==> src/core/ccp_pkg.sv <==
// Constants and types shared by the core clock and power control block
//------------------------------------------------------------------------------
//------------------------------------------------------------------------------
package ccp_pkg;

    // Clock rate and regulator settle time
    localparam int          CLK_MHZ          = 50;
    localparam int          WAKE_SETTLE_US   = 100;
    localparam int          WAKE_SETTLE_CYC  = WAKE_SETTLE_US * CLK_MHZ;

    // Multiplier limits and reset value
    localparam logic [5:0]  MULT_RST         = 6'h0a;
    localparam logic [5:0]  MULT_MIN         = 6'h01;

    // Divider register reset values
    localparam logic [3:0]  SYS_SEL_RST      = 4'h5;
    localparam logic [1:0]  CORE_SEL_RST     = 2'h0;

    // Regulator control register layout
    localparam int          VREG_SW_LSB      = 0;
    localparam int          VREG_LVL_LSB     = 2;
    localparam int          VREG_BYP_BIT     = 6;
    localparam int          VREG_DIS_BIT     = 7;
    localparam logic [1:0]  VREG_SW_OFF      = 2'h0;
    localparam logic [1:0]  VREG_SW_RST      = 2'h3;
    // Level code n gives 0.8 V + n * 50 mV; code 8 is 1.2 V
    localparam int          VREG_BASE_MV     = 800;
    localparam int          VREG_STEP_MV     = 50;
    localparam logic [3:0]  VREG_LVL_MAX     = 4'h8;
    localparam logic [3:0]  VREG_LVL_RST     = 4'h8;

    // Power state machine
    typedef enum logic [2:0] {
        CCP_RUN   = 3'b001,
        CCP_HIBER = 3'b010,
        CCP_WAKE  = 3'b100
    } ccp_state_t;

endpackage : ccp_pkg

==> src/core/ccp_core_clock_power.sv <==
// Core clock dividers, PLL multiplier register and hibernate control
`timescale 1ns/1ps
`default_nettype none

module ccp_core_clock_power
    import ccp_pkg::*;
#(
    parameter int WAKE_CYC = ccp_pkg::WAKE_SETTLE_CYC
) (
    input  wire logic       clock,
    input  wire logic       reset_n,
    // Divider register write port
    input  wire logic       div_wr,
    input  wire logic [3:0] div_system_divide_select,
    input  wire logic [1:0] div_core_divide_select,
    // Dedicated multiplier change sequence
    input  wire logic       mult_unlock,
    input  wire logic       mult_wr,
    input  wire logic [5:0] mult_wdata,
    // Regulator control register write port
    input  wire logic       vreg_wr,
    input  wire logic [7:0] vreg_wdata,
    // Wakeup sources
    input  wire logic       wake_rtc,
    input  wire logic       wake_can,
    input  wire logic       wake_reset_pin,
    input  wire logic       wake_gpio,
    // Derived clock enables
    output logic            core_clock_en,
    output logic            system_clock_en,
    // Readback and analog controls
    output logic [3:0]      system_divide_select,
    output logic [1:0]      core_divide_select,
    output logic [5:0]      pll_multiplier,
    output logic            pll_relock,
    output logic [7:0]      regulator_control_reg,
    output logic            regulator_enable,
    output logic            internal_core_supply_on,
    output logic            pins_out_enable,
    output logic            hibernate,
    output logic            boot_start
);
    import ccp_pkg::*;

    //--------------------------------------------------------------------------
    // Helpers
    //--------------------------------------------------------------------------
    // Core ratio code to divisor minus one
    function automatic logic [2:0] core_div_last(input logic [1:0] sel);
        core_div_last = 3'(({1'b0, 3'h1} << sel) - 4'h1);
    endfunction : core_div_last

    // Clamp a voltage level code to the top step
    function automatic logic [3:0] vlevel_clamp(input logic [3:0] code);
        vlevel_clamp = (code > VREG_LVL_MAX) ? VREG_LVL_MAX : code;
    endfunction : vlevel_clamp

    //--------------------------------------------------------------------------
    // State
    //--------------------------------------------------------------------------
    ccp_state_t  state_q;
    logic [3:0]  sys_sel_q;
    logic [1:0]  core_sel_q;
    logic [3:0]  sys_cnt_q;
    logic [2:0]  core_cnt_q;
    logic [5:0]  mult_q;
    logic        unlock_q;
    logic        relock_q;
    logic [1:0]  vreg_sw_q;
    logic [3:0]  vreg_lvl_q;
    logic        vreg_byp_q;
    logic        vreg_dis_q;
    logic [31:0] settle_q;
    logic        boot_q;
    logic        any_wake;
    logic        clocks_run;
    logic        sys_wrap;
    logic        core_wrap;
    logic        in_run;
    logic        in_hiber;
    logic        mult_take;
    logic        sys_en_q;
    logic        core_en_q;
    logic        reg_en_q;
    logic        supply_on_q;
    logic        pins_oe_q;
    logic        hiber_q;

    // State decodes shared by several processes
    assign in_run     = (state_q == CCP_RUN);
    assign in_hiber   = (state_q == CCP_HIBER);
    assign any_wake   = wake_rtc | wake_can | wake_reset_pin | wake_gpio;
    // Clocks run only with core power up
    assign clocks_run = in_run;
    assign sys_wrap   = (sys_cnt_q >= sys_sel_q - 4'h1);
    assign core_wrap  = (core_cnt_q >= core_div_last(core_sel_q));

    //--------------------------------------------------------------------------
    // Power state machine
    //--------------------------------------------------------------------------
    // Hibernate on switch field 00, wake on any source, then boot
    always_ff @(posedge clock) begin
        if (!reset_n) begin
            state_q  <= CCP_RUN;
            settle_q <= 32'h0;
            boot_q   <= 1'b0;
        end else begin
            boot_q <= 1'b0;
            case (state_q)
                CCP_RUN: begin
                    if (vreg_wr && vreg_wdata[VREG_SW_LSB +: 2] == VREG_SW_OFF) begin
                        state_q <= CCP_HIBER;
                    end
                end
                CCP_HIBER: begin
                    if (any_wake) begin
                        state_q  <= CCP_WAKE;
                        settle_q <= 32'h0;
                    end
                end
                CCP_WAKE: begin
                    // Hold clocks off until the regulator output settles
                    if (settle_q >= 32'(WAKE_CYC - 1)) begin
                        state_q <= CCP_RUN;
                        boot_q  <= 1'b1;
                    end else begin
                        settle_q <= settle_q + 32'h1;
                    end
                end
                default: begin
                    state_q <= CCP_RUN;
                end
            endcase
        end
    end

    //--------------------------------------------------------------------------
    // Regulator control register
    //--------------------------------------------------------------------------
    // Switch field returns to its reset value on wakeup so the supply stays up
    always_ff @(posedge clock) begin
        if (!reset_n) begin
            vreg_sw_q  <= VREG_SW_RST;
            vreg_lvl_q <= VREG_LVL_RST;
            vreg_byp_q <= 1'b0;
            vreg_dis_q <= 1'b0;
        end else if (state_q == CCP_HIBER && any_wake) begin
            vreg_sw_q <= VREG_SW_RST;
        end else if (vreg_wr && state_q == CCP_RUN) begin
            vreg_sw_q  <= vreg_wdata[VREG_SW_LSB +: 2];
            vreg_lvl_q <= vlevel_clamp(vreg_wdata[VREG_LVL_LSB +: 4]);
            vreg_byp_q <= vreg_wdata[VREG_BYP_BIT];
            vreg_dis_q <= vreg_wdata[VREG_DIS_BIT];
        end
    end

    //--------------------------------------------------------------------------
    // Divider register
    //--------------------------------------------------------------------------
    // Reserved system code 0000 is dropped so the divider never stalls
    always_ff @(posedge clock) begin
        if (!reset_n) begin
            sys_sel_q  <= SYS_SEL_RST;
            core_sel_q <= CORE_SEL_RST;
        end else if (div_wr) begin
            if (div_system_divide_select != 4'h0) begin
                sys_sel_q <= div_system_divide_select;
            end
            core_sel_q <= div_core_divide_select;
        end
    end

    //--------------------------------------------------------------------------
    // System divider
    //--------------------------------------------------------------------------
    // Counter compares against the live select, so no relock is needed
    always_ff @(posedge clock) begin
        if (!reset_n || !clocks_run) begin
            sys_cnt_q <= 4'h0;
        end else if (sys_wrap) begin
            sys_cnt_q <= 4'h0;
        end else begin
            sys_cnt_q <= sys_cnt_q + 4'h1;
        end
    end

    //--------------------------------------------------------------------------
    // Core divider
    //--------------------------------------------------------------------------
    // A shrinking ratio wraps at once instead of counting past the end
    always_ff @(posedge clock) begin
        if (!reset_n || !clocks_run) begin
            core_cnt_q <= 3'h0;
        end else if (core_wrap) begin
            core_cnt_q <= 3'h0;
        end else begin
            core_cnt_q <= core_cnt_q + 3'h1;
        end
    end

    //--------------------------------------------------------------------------
    // Clock enable outputs
    //--------------------------------------------------------------------------
    // System enable; every peripheral shares it, so a divider change hits all at once
    always_ff @(posedge clock) begin
        if (!reset_n) begin
            sys_en_q <= 1'b0;
        end else begin
            sys_en_q <= clocks_run && sys_wrap;
        end
    end

    // Core enable from the same input clock as the system one
    always_ff @(posedge clock) begin
        if (!reset_n) begin
            core_en_q <= 1'b0;
        end else begin
            core_en_q <= clocks_run && core_wrap;
        end
    end

    //--------------------------------------------------------------------------
    // PLL multiplier
    //--------------------------------------------------------------------------
    // Unlock must come the cycle before the write; a lone write is ignored
    assign mult_take = mult_wr && unlock_q && (mult_wdata >= MULT_MIN);

    // First step of the change sequence, remembered for one cycle only
    always_ff @(posedge clock) begin
        if (!reset_n) begin
            unlock_q <= 1'b0;
        end else begin
            unlock_q <= mult_unlock;
        end
    end

    // Zero is refused so the oscillator is never asked to stop
    always_ff @(posedge clock) begin
        if (!reset_n) begin
            mult_q <= MULT_RST;
        end else if (mult_take) begin
            mult_q <= mult_wdata;
        end
    end

    // One-cycle relock request to the analog loop after an accepted change
    always_ff @(posedge clock) begin
        if (!reset_n) begin
            relock_q <= 1'b0;
        end else begin
            relock_q <= mult_take;
        end
    end

    //--------------------------------------------------------------------------
    // Power and pin outputs
    //--------------------------------------------------------------------------
    // Bypass or disable hand the supply to an external source
    always_ff @(posedge clock) begin
        if (!reset_n) begin
            reg_en_q <= 1'b1;
        end else begin
            reg_en_q <= !in_hiber && !vreg_byp_q && !vreg_dis_q;
        end
    end

    // Core supply drops only in hibernate; bypass still counts as powered
    always_ff @(posedge clock) begin
        if (!reset_n) begin
            supply_on_q <= 1'b1;
        end else begin
            supply_on_q <= !in_hiber;
        end
    end

    // Pins stay off through the wake settle so nothing drives before boot
    always_ff @(posedge clock) begin
        if (!reset_n) begin
            pins_oe_q <= 1'b1;
        end else begin
            pins_oe_q <= in_run;
        end
    end

    // Hibernate flag for the pad ring and the wakeup logic
    always_ff @(posedge clock) begin
        if (!reset_n) begin
            hiber_q <= 1'b0;
        end else begin
            hiber_q <= in_hiber;
        end
    end

    // Register readback and registered outputs
    assign system_divide_select    = sys_sel_q;
    assign core_divide_select      = core_sel_q;
    assign pll_multiplier          = mult_q;
    assign pll_relock              = relock_q;
    assign regulator_control_reg   = {vreg_dis_q, vreg_byp_q, vreg_lvl_q, vreg_sw_q};
    assign boot_start              = boot_q;
    assign system_clock_en         = sys_en_q;
    assign core_clock_en           = core_en_q;
    assign regulator_enable        = reg_en_q;
    assign internal_core_supply_on = supply_on_q;
    assign pins_out_enable         = pins_oe_q;
    assign hibernate               = hiber_q;

endmodule : ccp_core_clock_power

`default_nettype wire

==> config.mk <==
export PLATFORM = sky130hd
export DESIGN_NAME = ccp_core_clock_power
export DESIGN_NICKNAME = d
export VERILOG_FILES = /design/src/core/ccp_pkg.sv /design/src/core/ccp_core_clock_power.sv
export SDC_FILE = /design/constraint.sdc
export NUM_CORES = 1
export LEC_CHECK = 0
export CAP_MARGIN = 10
export CORE_ASPECT_RATIO = 1.75
export CORE_MARGIN = 1.5
export CORE_UTILIZATION = 60
export CTS_CLUSTER_SIZE = 16
export DETAILED_ROUTE_END_ITERATION = 6
export DONT_BUFFER_PORTS = 1
export PLACE_DENSITY_LB_ADDON = 0.1
export SLEW_MARGIN = 15
export SYNTH_ARGS = -nofsm -noshare
export SYNTH_HDL_FRONTEND = slang
export SYNTH_SLANG_ARGS = --single-unit
export TNS_END_PERCENT = 5
==> constraint.sdc <==
create_clock -name clock -period 3.57 [get_ports clock]
set_clock_uncertainty 0.15 [all_clocks]
set_input_delay 0.1785 -clock clock [delete_from_list [all_inputs] [get_ports clock]]
set_output_delay 0.1785 -clock clock [all_outputs]
set_load 0.1 [all_outputs]
==> results of run 1 <==
-- layer usage --
layer / wire (um) / vias to the layer above / global-route usage, %
met2: 4000 / 93 / 54.0
met5: 0 / - / 0
met1: 2500 / 1134 / 30.3
li1: - / 1163 / -
met3: 423 / 31 / 11.3
met4: 348 / 0 / 20.9
-- per-stage QoR --
stage	worst slack (ns)	hold WS [ns]
3_5_place_dp	1.22	0.106
2_1_floorplan	0.931	0.156
3_3_place_gp	1.32	0.0977
5_1_grt	1.04	0.0972
6_report	1.18	0.0655
4_1_cts	1.20	0.00185
-- area by class of cell --
| cell class | instances | area (um2) | share of cell area, % |
|---|---|---|---|
| inverters | 10 | 37.5 | 1.07 |
| multi-input cells | 213 | 1320 | 37.4 |
| clock buffers | 9 | 124 | 3.52 |
| well taps | 52 | 65.1 | 1.85 |
| diodes | 1 | 2.50 | 0.0711 |
| clock inverters | 6 | 110 | 3.13 |
| repair buffers | 46 | 440 | 12.5 |
| flip-flops and latches | 71 | 1420 | 40.4 |
-- cells by family after synthesis --
group                    after synthesis  share of synthesized area, %
flip-flops                            71                          50.0
adder cells (fa/ha/maj)               11                          4.84
XOR/XNOR                               9                          2.77
AO/OA/AOI/OAI                         49                          11.3
AND/OR/NAND/NOR                      141                          26.4
multiplexers                           3                          1.06
buffers and inverters                 23                          3.61
-- state kept, by name, indices dropped and copies added, names as in the netlist, 2 cells and up --
signal and cells:
settle_q 32, pll_multiplier 6, sys_cnt_q 4, system_divide_select 4, vreg_lvl_q 4, core_cnt_q 3
state_q 3, core_divide_select 2, vreg_sw_q 2
-- timing repair --
item / in CTS / in global routing
hold buffers: 38 / 0
hold endpoints to repair: 37 / 0
endpoints found under the setup margin: 0 / 0
setup buffers: 0 / 0
-- worst max-delay path by stage --
| stage | endpoint | cells after the start | start |
|---|---|---|---|
| after floorplan | sys_cnt_q[2] | 8 | system_divide_select[0] |
| after global placement | sys_cnt_q[2] | 9 | system_divide_select[0] |
| after detailed placement | sys_cnt_q[3] | 9 | system_divide_select[0] |
| after CTS | sys_cnt_q[3] | 9 | system_divide_select[0] |
| after global routing | sys_cnt_q[3] | 9 | system_divide_select[0] |
| final | sys_cnt_q[3] | 9 | system_divide_select[0] |
-- power groups by stage --
stage	Combinational, uW	Sequential [uW]	Clock, uW
2_1_floorplan	152	1050	0
3_3_place_gp	190	1050	0
3_5_place_dp	196	1050	0
4_1_cts	239	1030	763
5_1_grt	280	1040	796
6_report	252	1040	753
-- cell usage in the layout (no fill, tap or decap), drive strengths merged, types with 3 or more instances in the layout --
master / instances
dfxtp: 71
dlygate4sd3: 38
nor2: 32
nand2: 25
nand3: 22
a21oi: 18
and2: 16
ha: 11
nor4: 10
inv: 9
clkbuf: 9
o21ai: 8
buf: 8
o21a: 6
or3: 6
nor3: 6
nand2b: 5
nand4: 5
xor2: 5
nor3b: 5
xnor2: 4
and3: 3
mux2i: 3
a21o: 3
or4: 3
o211ai: 3
bufinv: 3
-- worst register-to-register path, cell delays in order (launching register included) --
cell     delay, ns
dfxtp_1       0.32
buf_4         0.30
inv_1         0.13
ha_1          0.31
ha_1          0.28
a21o_1        0.16
a21o_1        0.17
a21oi_1       0.19
nand3_1       0.16
nor2_1        0.16
==> impl_results.md, run 1 <==
* First-pass GRT wire length at 11500 um
* Switching pwr at 646 uW
* Final Hold Viols at 0
* Clock latency on the worst-skew pair at 0.34 ns
* Worst Path Required at 3.69 ns
* Capturing point of the worst reg2reg path: sys_cnt_q[3]
* Comb pwr share at 12.3%
* Worst Hold Endpoint: pll_relock
* Non-filler cells, final at 408
* Design Area, Final at 3520 um2
* Slew @ Worst Pin at 1.04 ns
* Max Fclk at 418 MHz
* Static Leak at 0.00137 uW
* FF-to-FF Start: system_divide_select[0]
* Detailed Place HPWL at 4160 um
* Top cells by count, synth: 71 x dfxtp_1, 31 x nor2_1, 25 x nand2_1
* Routed Antenna Nets at 0
* Post-synthesis cell type count at 44
* Placed Cells at 354
* CTS root buf: clkbuf_8
* Number of port buffers at 0
* R2R cell count at 9
* First-pass DRT Iterations at 4
* Clock Power Share at 36.9%
* Yosys top cell area share at 50.0%
* Hold path cells at 2
* IO Count at 58
* RSZ-0062 raised after global routing: false
* Fin util at 76.1%
* WL per Instance at 17.8 um
* H-Tree Depth at 3
* DP Area at 2900 um2
* CTS Buf Count at 9
* Sink Count at 71
* Final wirelength at 7270 um
* Crit path DAT at 2.52 ns
* Yosys Warn Count at 0
* Setup tns final at 0 ns
* Fin. max-slew vios at 0
* Synth Instances at 307
* Hold path start: mult_wdata[4]
* Reg2reg setup slack at 1.18 ns
* Delay-heaviest family, CP: adder cells
* Count leader, synth: dfxtp_1
* Yosys top cell by area: dfxtp_1
* Worst setup EP type: flop
* Crit Path Class: reg2reg
* Critical path buffers and inverters at 2
* Clock-pin slew on the worst setup and hold paths at 0.08 ns
* Final nets at 392
* DR iter-0 viols at 56
* Total power draw at 2040 uW
* Synth Cell Area at 2840 um2
* Chip width at 55.0 um
* Crit path largest cell delay at 0.32 ns
* Minimum clock period at 2.39 ns
* Pwr dens at 580 nW/um2
* Largest net degree at the start of global routing at 23
* Internal power at 1390 uW
* Clock buffer depth at 2
* Area Growth Syn to Fin at 23.8%
* Switching portion of total power at 31.7%
* Post-Syn Nets at 348
* Relative slew slack at 30.4%
* Seq pwr share at 50.7%
* Final setup vio count at 0
* Via count at 2421
* Die outline height at 94.0 um
* EDFF count, synth at 0
* Core area at 4620 um2
* Die ar. at 5170 um2
* Worst vdd rail ir drop at 0.000561 V
* Gpl congestion at 0.842
* Max-cap violation count at 0
* Worst hold path type: in2reg
* Ys async rst share at 0%
* Startpoint type of the worst setup path: flop
* Worst path slowest cell: dfxtp_1
* Run status: finished clean
* Fill count at 311
* Ratio of cells with drive above 1 in the final layout at 8.73%
* Congestion Overflow GR at 0
* Area contributors post-synth: dfxtp_1 50%, ha_1 4.8%, nor2_1 4.1%, nand3_1 3.9%, and2_1 3.5%
* Cell breakdown of the critical path: buf_4 > inv_1 > ha_1 > ha_1 > a21o_1 > a21o_1 > a21oi_1 > nand3_1 > nor2_1
* Total GRT Usage at 31.8%
* Vias in the first global route at 2482
* Number of antenna violations at the first check in global routing at 1
* Crit-path max FO at 4
* Via density at 5.93
* Synth Register Bits at 71
* CTS tree: done
* Syn_area_per_cell at 9.26 um2
* Post-cts gate resize count at 0
* Initial Utilization at 61.4%
* Register area share after synthesis at 50.0%
* FP Rows at 33
* Top_reg_cell synth: dfxtp_1
* Residual DRC at 0
* Period utilisation layout at 67.0%
Power figures use the tool's default switching activity.
==> inputs of run 2 (changes only) <==
--- a/config.mk
+++ b/config.mk
@@ -5,6 +5,7 @@
 export SDC_FILE = /design/constraint.sdc
 export NUM_CORES = 1
 export LEC_CHECK = 0
+export ABC_AREA = 1
 export CAP_MARGIN = 10
 export CORE_ASPECT_RATIO = 1.75
 export CORE_MARGIN = 1.5
==> constraint.sdc (replaced) <==
create_clock -name clock -period 2.48 [get_ports clock]
set_clock_uncertainty 0.15 [all_clocks]
set_input_delay 0.124 -clock clock [delete_from_list [all_inputs] [get_ports clock]]
set_output_delay 0.124 -clock clock [all_outputs]
set_load 0.1 [all_outputs]
==> run 2 against run 1 <==
  * Worst hold slack improved by 0.054 ns
  * Final cell count rose by 27%
  * Utilization increased by 0.54 points
  * Setup slack got worse by 0.85 ns
  * Sequential power grew 38%
  * Via count up 17%
  * Area after synthesis rose by 8.5%
  * Clock power is 21% higher
  * Synthesized cell count increased by 31%
  * Cell area up 8.4%
  * Global-route usage decreased by 2.5 points
  * Critical endpoint is now core_divide_select[1]
  * Largest power group unchanged
  * Highest routed layer unchanged
==> impl_results.md, run 2 <==
* Run status: finished clean
* Congestion Overflow GR at 0 (unchanged)
* Core area at 4980 um2 (+7.6%)
* Die ar. at 5590 um2 (+8.1%)
* Final nets at 502 (+28%)
* Ratio of cells with drive above 1 in the final layout at 10.9% (+2.2 points)
* Placed Cells at 463 (+31%)
* Synth Register Bits at 71 (unchanged)
* Crit-path max FO at 5 (+1)
* Main combinational cell family by area after synthesis: simple AND/OR/NAND/NOR gates
* CTS root buf: clkbuf_8
* Worst setup EP type: flop
* Clock buffer depth at 2 (unchanged)
* Clock-pin slew on the worst setup and hold paths at 0.08 ns (about the same)
* Top_reg_cell synth: dfxtp_1
* Count leader, synth: nand2_1
* First-pass DRT Iterations at 5 (+1)
* Post-Syn Nets at 444 (+28%)
* Multiplexer area fraction after synthesis at 0% (-1.1 points)
* Crit path DAT at 2.30 ns (-0.22 ns)
* Slew @ Worst Pin at 0.971 ns (-0.0713 ns)
* Number of antenna violations at the first check in global routing at 0 (-1)
* Critical path buffers and inverters at 4 (+2)
* Gpl congestion at 0.904 (+7.3%)
* Ys async rst share at 0% (unchanged)
* Worst hold path type: in2reg
* Most frequent cells in the layout: 87 x nand2_1, 78 x nor2_1, 71 x dfxtp_1
* Yosys top cell area share at 46.1% (-3.9 points)
* Max Fclk at 465 MHz
* RSZ-0062 raised after global routing: false
* Relative slew slack at 35.2% (+4.8 points)
* Chip width at 57.2 um (+3.9%)
* Simple-Gate Fraction of Synth Area at 31.5% (+5.1 points)
* IO Count at 58 (unchanged)
* EDFF count, synth at 0 (unchanged)
* Max-cap violation count at 0 (unchanged)
* Worst vdd rail ir drop at 0.000816 V (+46%)
* Clock latency on the worst-skew pair at 0.35 ns (about the same)
* Register area share after synthesis at 46.1% (-3.9 points)
* Period utilisation layout at 86.8%
* Reg with most FFs: settle_q
* CP most frequent cell: dlygate4sd3_1
* Detailed Place HPWL at 4460 um (+7.1%)
* Sink Count at 71 (unchanged)
* Fill count at 368 (+18%)
* Area occupied by multi-input gates at 1430 um2 (+8.2%)
* Max reg flops at 32 (unchanged)
* Vias in the first global route at 2852 (+15%)
* WL per Instance at 14.5 um (-19%)
* Final setup vio count at 0 (unchanged)
* Crit Path Class: in2reg
* Area Growth Syn to Fin at 23.8% (about the same)
* Setup tns final at 0 ns (unchanged)
* Cell breakdown of the critical path: dlygate4sd3_1 > inv_1 > o21ai_0 > dlygate4sd3_1 > a21oi_1 > dlygate4sd3_1
* Most common cell after layout, fill and taps aside: nand2_1
* Initial Utilization at 61.9% (+0.47 points)
* Routed Antenna Nets at 0 (unchanged)
* Final wirelength at 7520 um (+3.4%)
* Synth Area in Compound Gates at 7.19% (-4.1 points)
* Reg2reg setup slack at 0.61 ns (-0.57 ns)
* Startpoint type of the worst setup path: input pin
* DR iter-0 viols at 151 (+170%)
* Yosys Warn Count at 0 (unchanged)
* Number of port buffers at 0 (unchanged)
* Via count at 2830 (+17%)
* Delay-heaviest family, CP: buffers and inverters
* FP Rows at 34 (+3.0%)
* Fin. max-slew vios at 0 (unchanged)
* Worst Path Required at 2.63 ns (-1.06 ns)
* Post-Synth Adder-Cell Area at 4.47% (-0.38 points)
* Top cells by count, synth: 87 x nand2_1, 78 x nor2_1, 71 x dfxtp_1
* CTS Buf Count at 9 (unchanged)
* Crit path largest cell delay at 0.62 ns (+0.30 ns)
* Syn_area_per_cell at 7.65 um2 (-17%)
* Register area at 1420 um2 (unchanged)
* Static Leak at 0.00159 uW (+16%)
* Post-synthesis cell type count at 34 (-23%)
* Via density at 5.44 (-8.3%)
* Total power draw at 3090 uW (+51%)
* Synth Cell Area at 3080 um2 (+8.5%)
* H-Tree Depth at 3 (unchanged)
* Pwr dens at 810 nW/um2 (+40%)
* Total GRT Usage at 29.4% (-2.5 points)
* Synth Instances at 403 (+31%)
* Worst path slowest cell: dlygate4sd3_1
* Final Hold Viols at 0 (unchanged)
* Yosys top cell by area: dfxtp_1
* CTS tree: done
* Die outline height at 97.8 um (+4.0%)
* First-pass GRT wire length at 12700 um (+11%)
* Post-Synth XOR/XNOR Area at 3.13% (+0.35 points)
* Area contributors post-synth: dfxtp_1 46%, nand2_1 11%, nor2_1 9.5%, nand3_1 4.5%, ha_1 4.5%
* Residual DRC at 0 (unchanged)
* Largest net degree at the start of global routing at 43 (+87%)
* Non-filler cells, final at 520 (+27%)
* Antenna cells at 0 (-1)
* Minimum clock period at 2.15 ns
[run 2: path summary, 6_finish.rpt]
check / depth (start not counted) / end / startpoint
worst max register to register: 8 / sys_cnt_q[0] / system_divide_select[0]
worst max-delay path: 6 / core_divide_select[1] / div_wr
worst min register to register: 2 / settle_q[27] / settle_q[27]
worst min-delay path: 4 / pll_relock / mult_wr
[run 2: tightest hold or removal path, stage by stage]
cell	delay, ns
nand2_1	0.06
inv_1	0.08
nand2_1	0.22
nor2_1	0.07
[run 2: stage by stage]
step	hold slack, ns	cell area (um2)	worst slack, ns	util (%)
6_report	0.120	3810	0.328	76.6
5_1_grt	0.178	3810	0.235	76.6
4_1_cts	0.0533	3810	0.135	76.6
3_5_place_dp	0.0495	3210	0.616	64.4
3_3_place_gp	0.0490	3210	0.665	64.4
2_1_floorplan	0.0716	3080	0.0215	-
[run 2: logic make-up after synthesis]
kind of cell	Yosys count
adders and majority gates	11
buffers and inverters	50
DFF	71
and+or+nand+nor	221
AOI/OAI and AO/OA	39
xor gates and xnor gates	11
[run 2: layout make-up]
type | instances | share of cell area, %
multi-input cells | 282 | 37.4
flip-flops and latches | 71 | 37.3
repair buffers | 62 | 15.0
inverters | 35 | 3.51
clock buffers | 9 | 3.25
clock inverters | 7 | 1.87
well taps | 54 | 1.77
[run 2: layer usage]
metal	wire length [um]	global-route usage (%)	up-vias
met5	0	0	-
met4	204	11.6	0
met3	366	8.21	20
met2	4100	53.8	94
met1	2850	30.4	1315
li1	-	-	1401
[run 2: timing repair]
action                     4_1_cts  5_1_grt
hold buffers                    41        0
gates resized for setup          0        1
setup endpoints to repair        0        2
buffers inserted                 0        0
hold endpoints to repair        34        0
[run 2: where the power goes]
group	internal, uW	total [uW]	leakage [uW]	switching [uW]
Clock	463	909	0.0000916	445
Combinational	206	739	0.000924	534
Sequential	1230	1440	0.000577	213
Total	1900	3090	0.00159	1190
==> inputs of run 3 (changes only) <==
==> constraint.sdc (replaced) <==
create_clock -name clock -period 2.34 [get_ports clock]
set_clock_uncertainty 0.15 [all_clocks]
set_input_delay 0.117 -clock clock [delete_from_list [all_inputs] [get_ports clock]]
set_output_delay 0.117 -clock clock [all_outputs]
set_load 0.1 [all_outputs]
==> run 3 against run 2 <==
  * Power up 3.7%
  * Via count up 2.0%
  * Clock power down 4.6%
  * Die area unchanged
  * Largest cell class unchanged
  * Register-to-register slack worse by 0.12 ns
  * First-iteration DRC count down 13%
  * Cell area about the same
  * Worst hold slack worse by 0.091 ns
  * Count of clock-buffer cells in the layout unchanged
  * Global-route usage about the same
  * Largest power group unchanged
==> impl_results.md, run 3 (synthesis results as in run 2) <==
* Ratio of cells with drive above 1 in the final layout at 13.2% (+2.2 points)
* Die outline height at 97.8 um (unchanged)
* Worst path slowest cell: dlygate4sd3_1
* Number of port buffers at 0 (unchanged)
* Crit path largest cell delay at 1.03 ns (+0.41 ns)
* Final nets at 507 (+1.0%)
* Congestion Overflow GR at 0 (unchanged)
* Reg with most FFs: settle_q
* Final wirelength at 7680 um (+2.0%)
* WL per Instance at 14.6 um (+1.0%)
* Via count at 2887 (+2.0%)
* Clock-pin slew on the worst setup and hold paths at 0.08 ns (about the same)
* Placed Cells at 472 (+1.9%)
* Clock buffer depth at 2 (unchanged)
* Static Leak at 0.00160 uW (+0.34%)
* Detailed Place HPWL at 4530 um (+1.6%)
* Crit path DAT at 2.04 ns (-0.26 ns)
* CTS Buf Count at 9 (unchanged)
* IO Count at 58 (unchanged)
* Sink Count at 71 (unchanged)
* Max-cap violation count at 0 (unchanged)
* Period utilisation layout at 83.0%
* Max reg flops at 32 (unchanged)
* RSZ-0062 raised after global routing: false
* Hold path start: mult_wdata[0]
* Initial Utilization at 61.9% (unchanged)
* Run status: finished clean
* Pwr dens at 839 nW/um2 (+3.6%)
* Final setup vio count at 0 (unchanged)
* FF-to-FF Start: state_q[0]
* Worst hold path type: in2reg
* Setup tns final at 0 ns (unchanged)
* Max Fclk at 515 MHz
* First-pass DRT Iterations at 4 (-1)
* Residual DRC at 0 (unchanged)
* Area Growth Syn to Fin at 23.9% (about the same)
* Core area at 4980 um2 (unchanged)
* Final Hold Viols at 0 (unchanged)
* Routed Antenna Nets at 0 (unchanged)
* Largest net degree at the start of global routing at 43 (unchanged)
* Most frequent cells in the layout: 87 x nand2_1, 78 x nor2_1, 69 x dfxtp_1
* DR iter-0 viols at 132 (-13%)
* Startpoint type of the worst setup path: input pin
* CTS root buf: clkbuf_8
* Relative slew slack at 48.9% (+14 points)
* Clock latency on the worst-skew pair at 0.35 ns (about the same)
* Crit-path max FO at 42 (+37)
* Post-cts gate resize count at 0 (unchanged)
* Die ar. at 5590 um2 (unchanged)
* Slew @ Worst Pin at 0.764 ns (-0.207 ns)
* Worst setup EP type: flop
* Antenna cells at 0 (unchanged)
* Total GRT Usage at 29.3% (about the same)
* Gpl congestion at 0.976 (+8.0%)
* Crit Path Class: in2reg
* First-pass GRT wire length at 12800 um (+0.21%)
* Cell breakdown of the critical path: dlygate4sd3_1 > clkinv_1 > buf_4 > a211oi_1
* FP Rows at 34 (unchanged)
* Vias in the first global route at 2870 (+0.63%)
* Worst Path Required at 2.44 ns (-0.19 ns)
* Non-filler cells, final at 525 (+0.96%)
* Number of antenna violations at the first check in global routing at 0 (unchanged)
* H-Tree Depth at 3 (unchanged)
* Fin. max-slew vios at 0 (unchanged)
* Chip width at 57.2 um (unchanged)
* CTS tree: done
* Critical path startpoint: reset_n
* Via density at 5.50 (+1.0%)
* Most common cell after layout, fill and taps aside: nand2_1
* Minimum clock period at 1.94 ns
* Total power draw at 3200 uW (+3.7%)
* Worst vdd rail ir drop at 0.000859 V (+5.2%)
run 3: metrics by stage:
step | util (%) | cell area [um2] | setup WS, ns | hold slack, ns
finish | 76.7 | 3820 | 0.398 | 0.0289
global route | 76.7 | 3820 | 0.306 | 0.0713
CTS | 76.7 | 3820 | 0.496 | 0.00655
detailed placement | 65.8 | 3280 | 0.532 | 0.0445
global placement | 65.8 | 3280 | 0.607 | 0.0385
floorplan | - | 3080 | 0.113 | 0.0646
run 3: final timing paths:
check | end | slack, ns | cells past startpoint
max | boot_start | 0.40 | 4
min | pll_relock | 0.03 | 4
max reg2reg | settle_q[27] | 0.49 | 8
min reg2reg | settle_q[14] | 0.29 | 2
run 3: metal layers:
layer	GRT usage, %	wire length [um]	vias up
met5	0	0	-
met4	16.5	310	0
met3	8.87	459	29
met2	50.4	3930	111
met1	31.0	2980	1336
li1	-	-	1411
run 3: cell type report:
cell class | instances | area (um2)
multi-input combinational | 282 | 1430
clock inverter | 7 | 47.5
tap | 54 | 67.6
sequential | 71 | 1420
inverter | 35 | 134
clock buffer | 9 | 124
fill | 351 | 1160
timing repair buffer | 67 | 596
run 3: report_power, final:
part	total, uW	switching (uW)	internal [uW]	leakage, uW
clock network	867	484	384	0.0000854
logic	973	733	240	0.000936
registers	1360	60.0	1300	0.000577
run 3: critical path: cells and delay by family:
kind                   cells  cell delay, ns
buffers and inverters      3            1.61
AO/OA/AOI/OAI              1            0.29
run 3: timing repair:
| item | CTS | global route |
|---|---|---|
| hold buffers | 37 | 0 |
| buffers inserted | 0 | 0 |
| hold endpoints to repair | 37 | 0 |
| setup endpoints to repair | 0 | 0 |
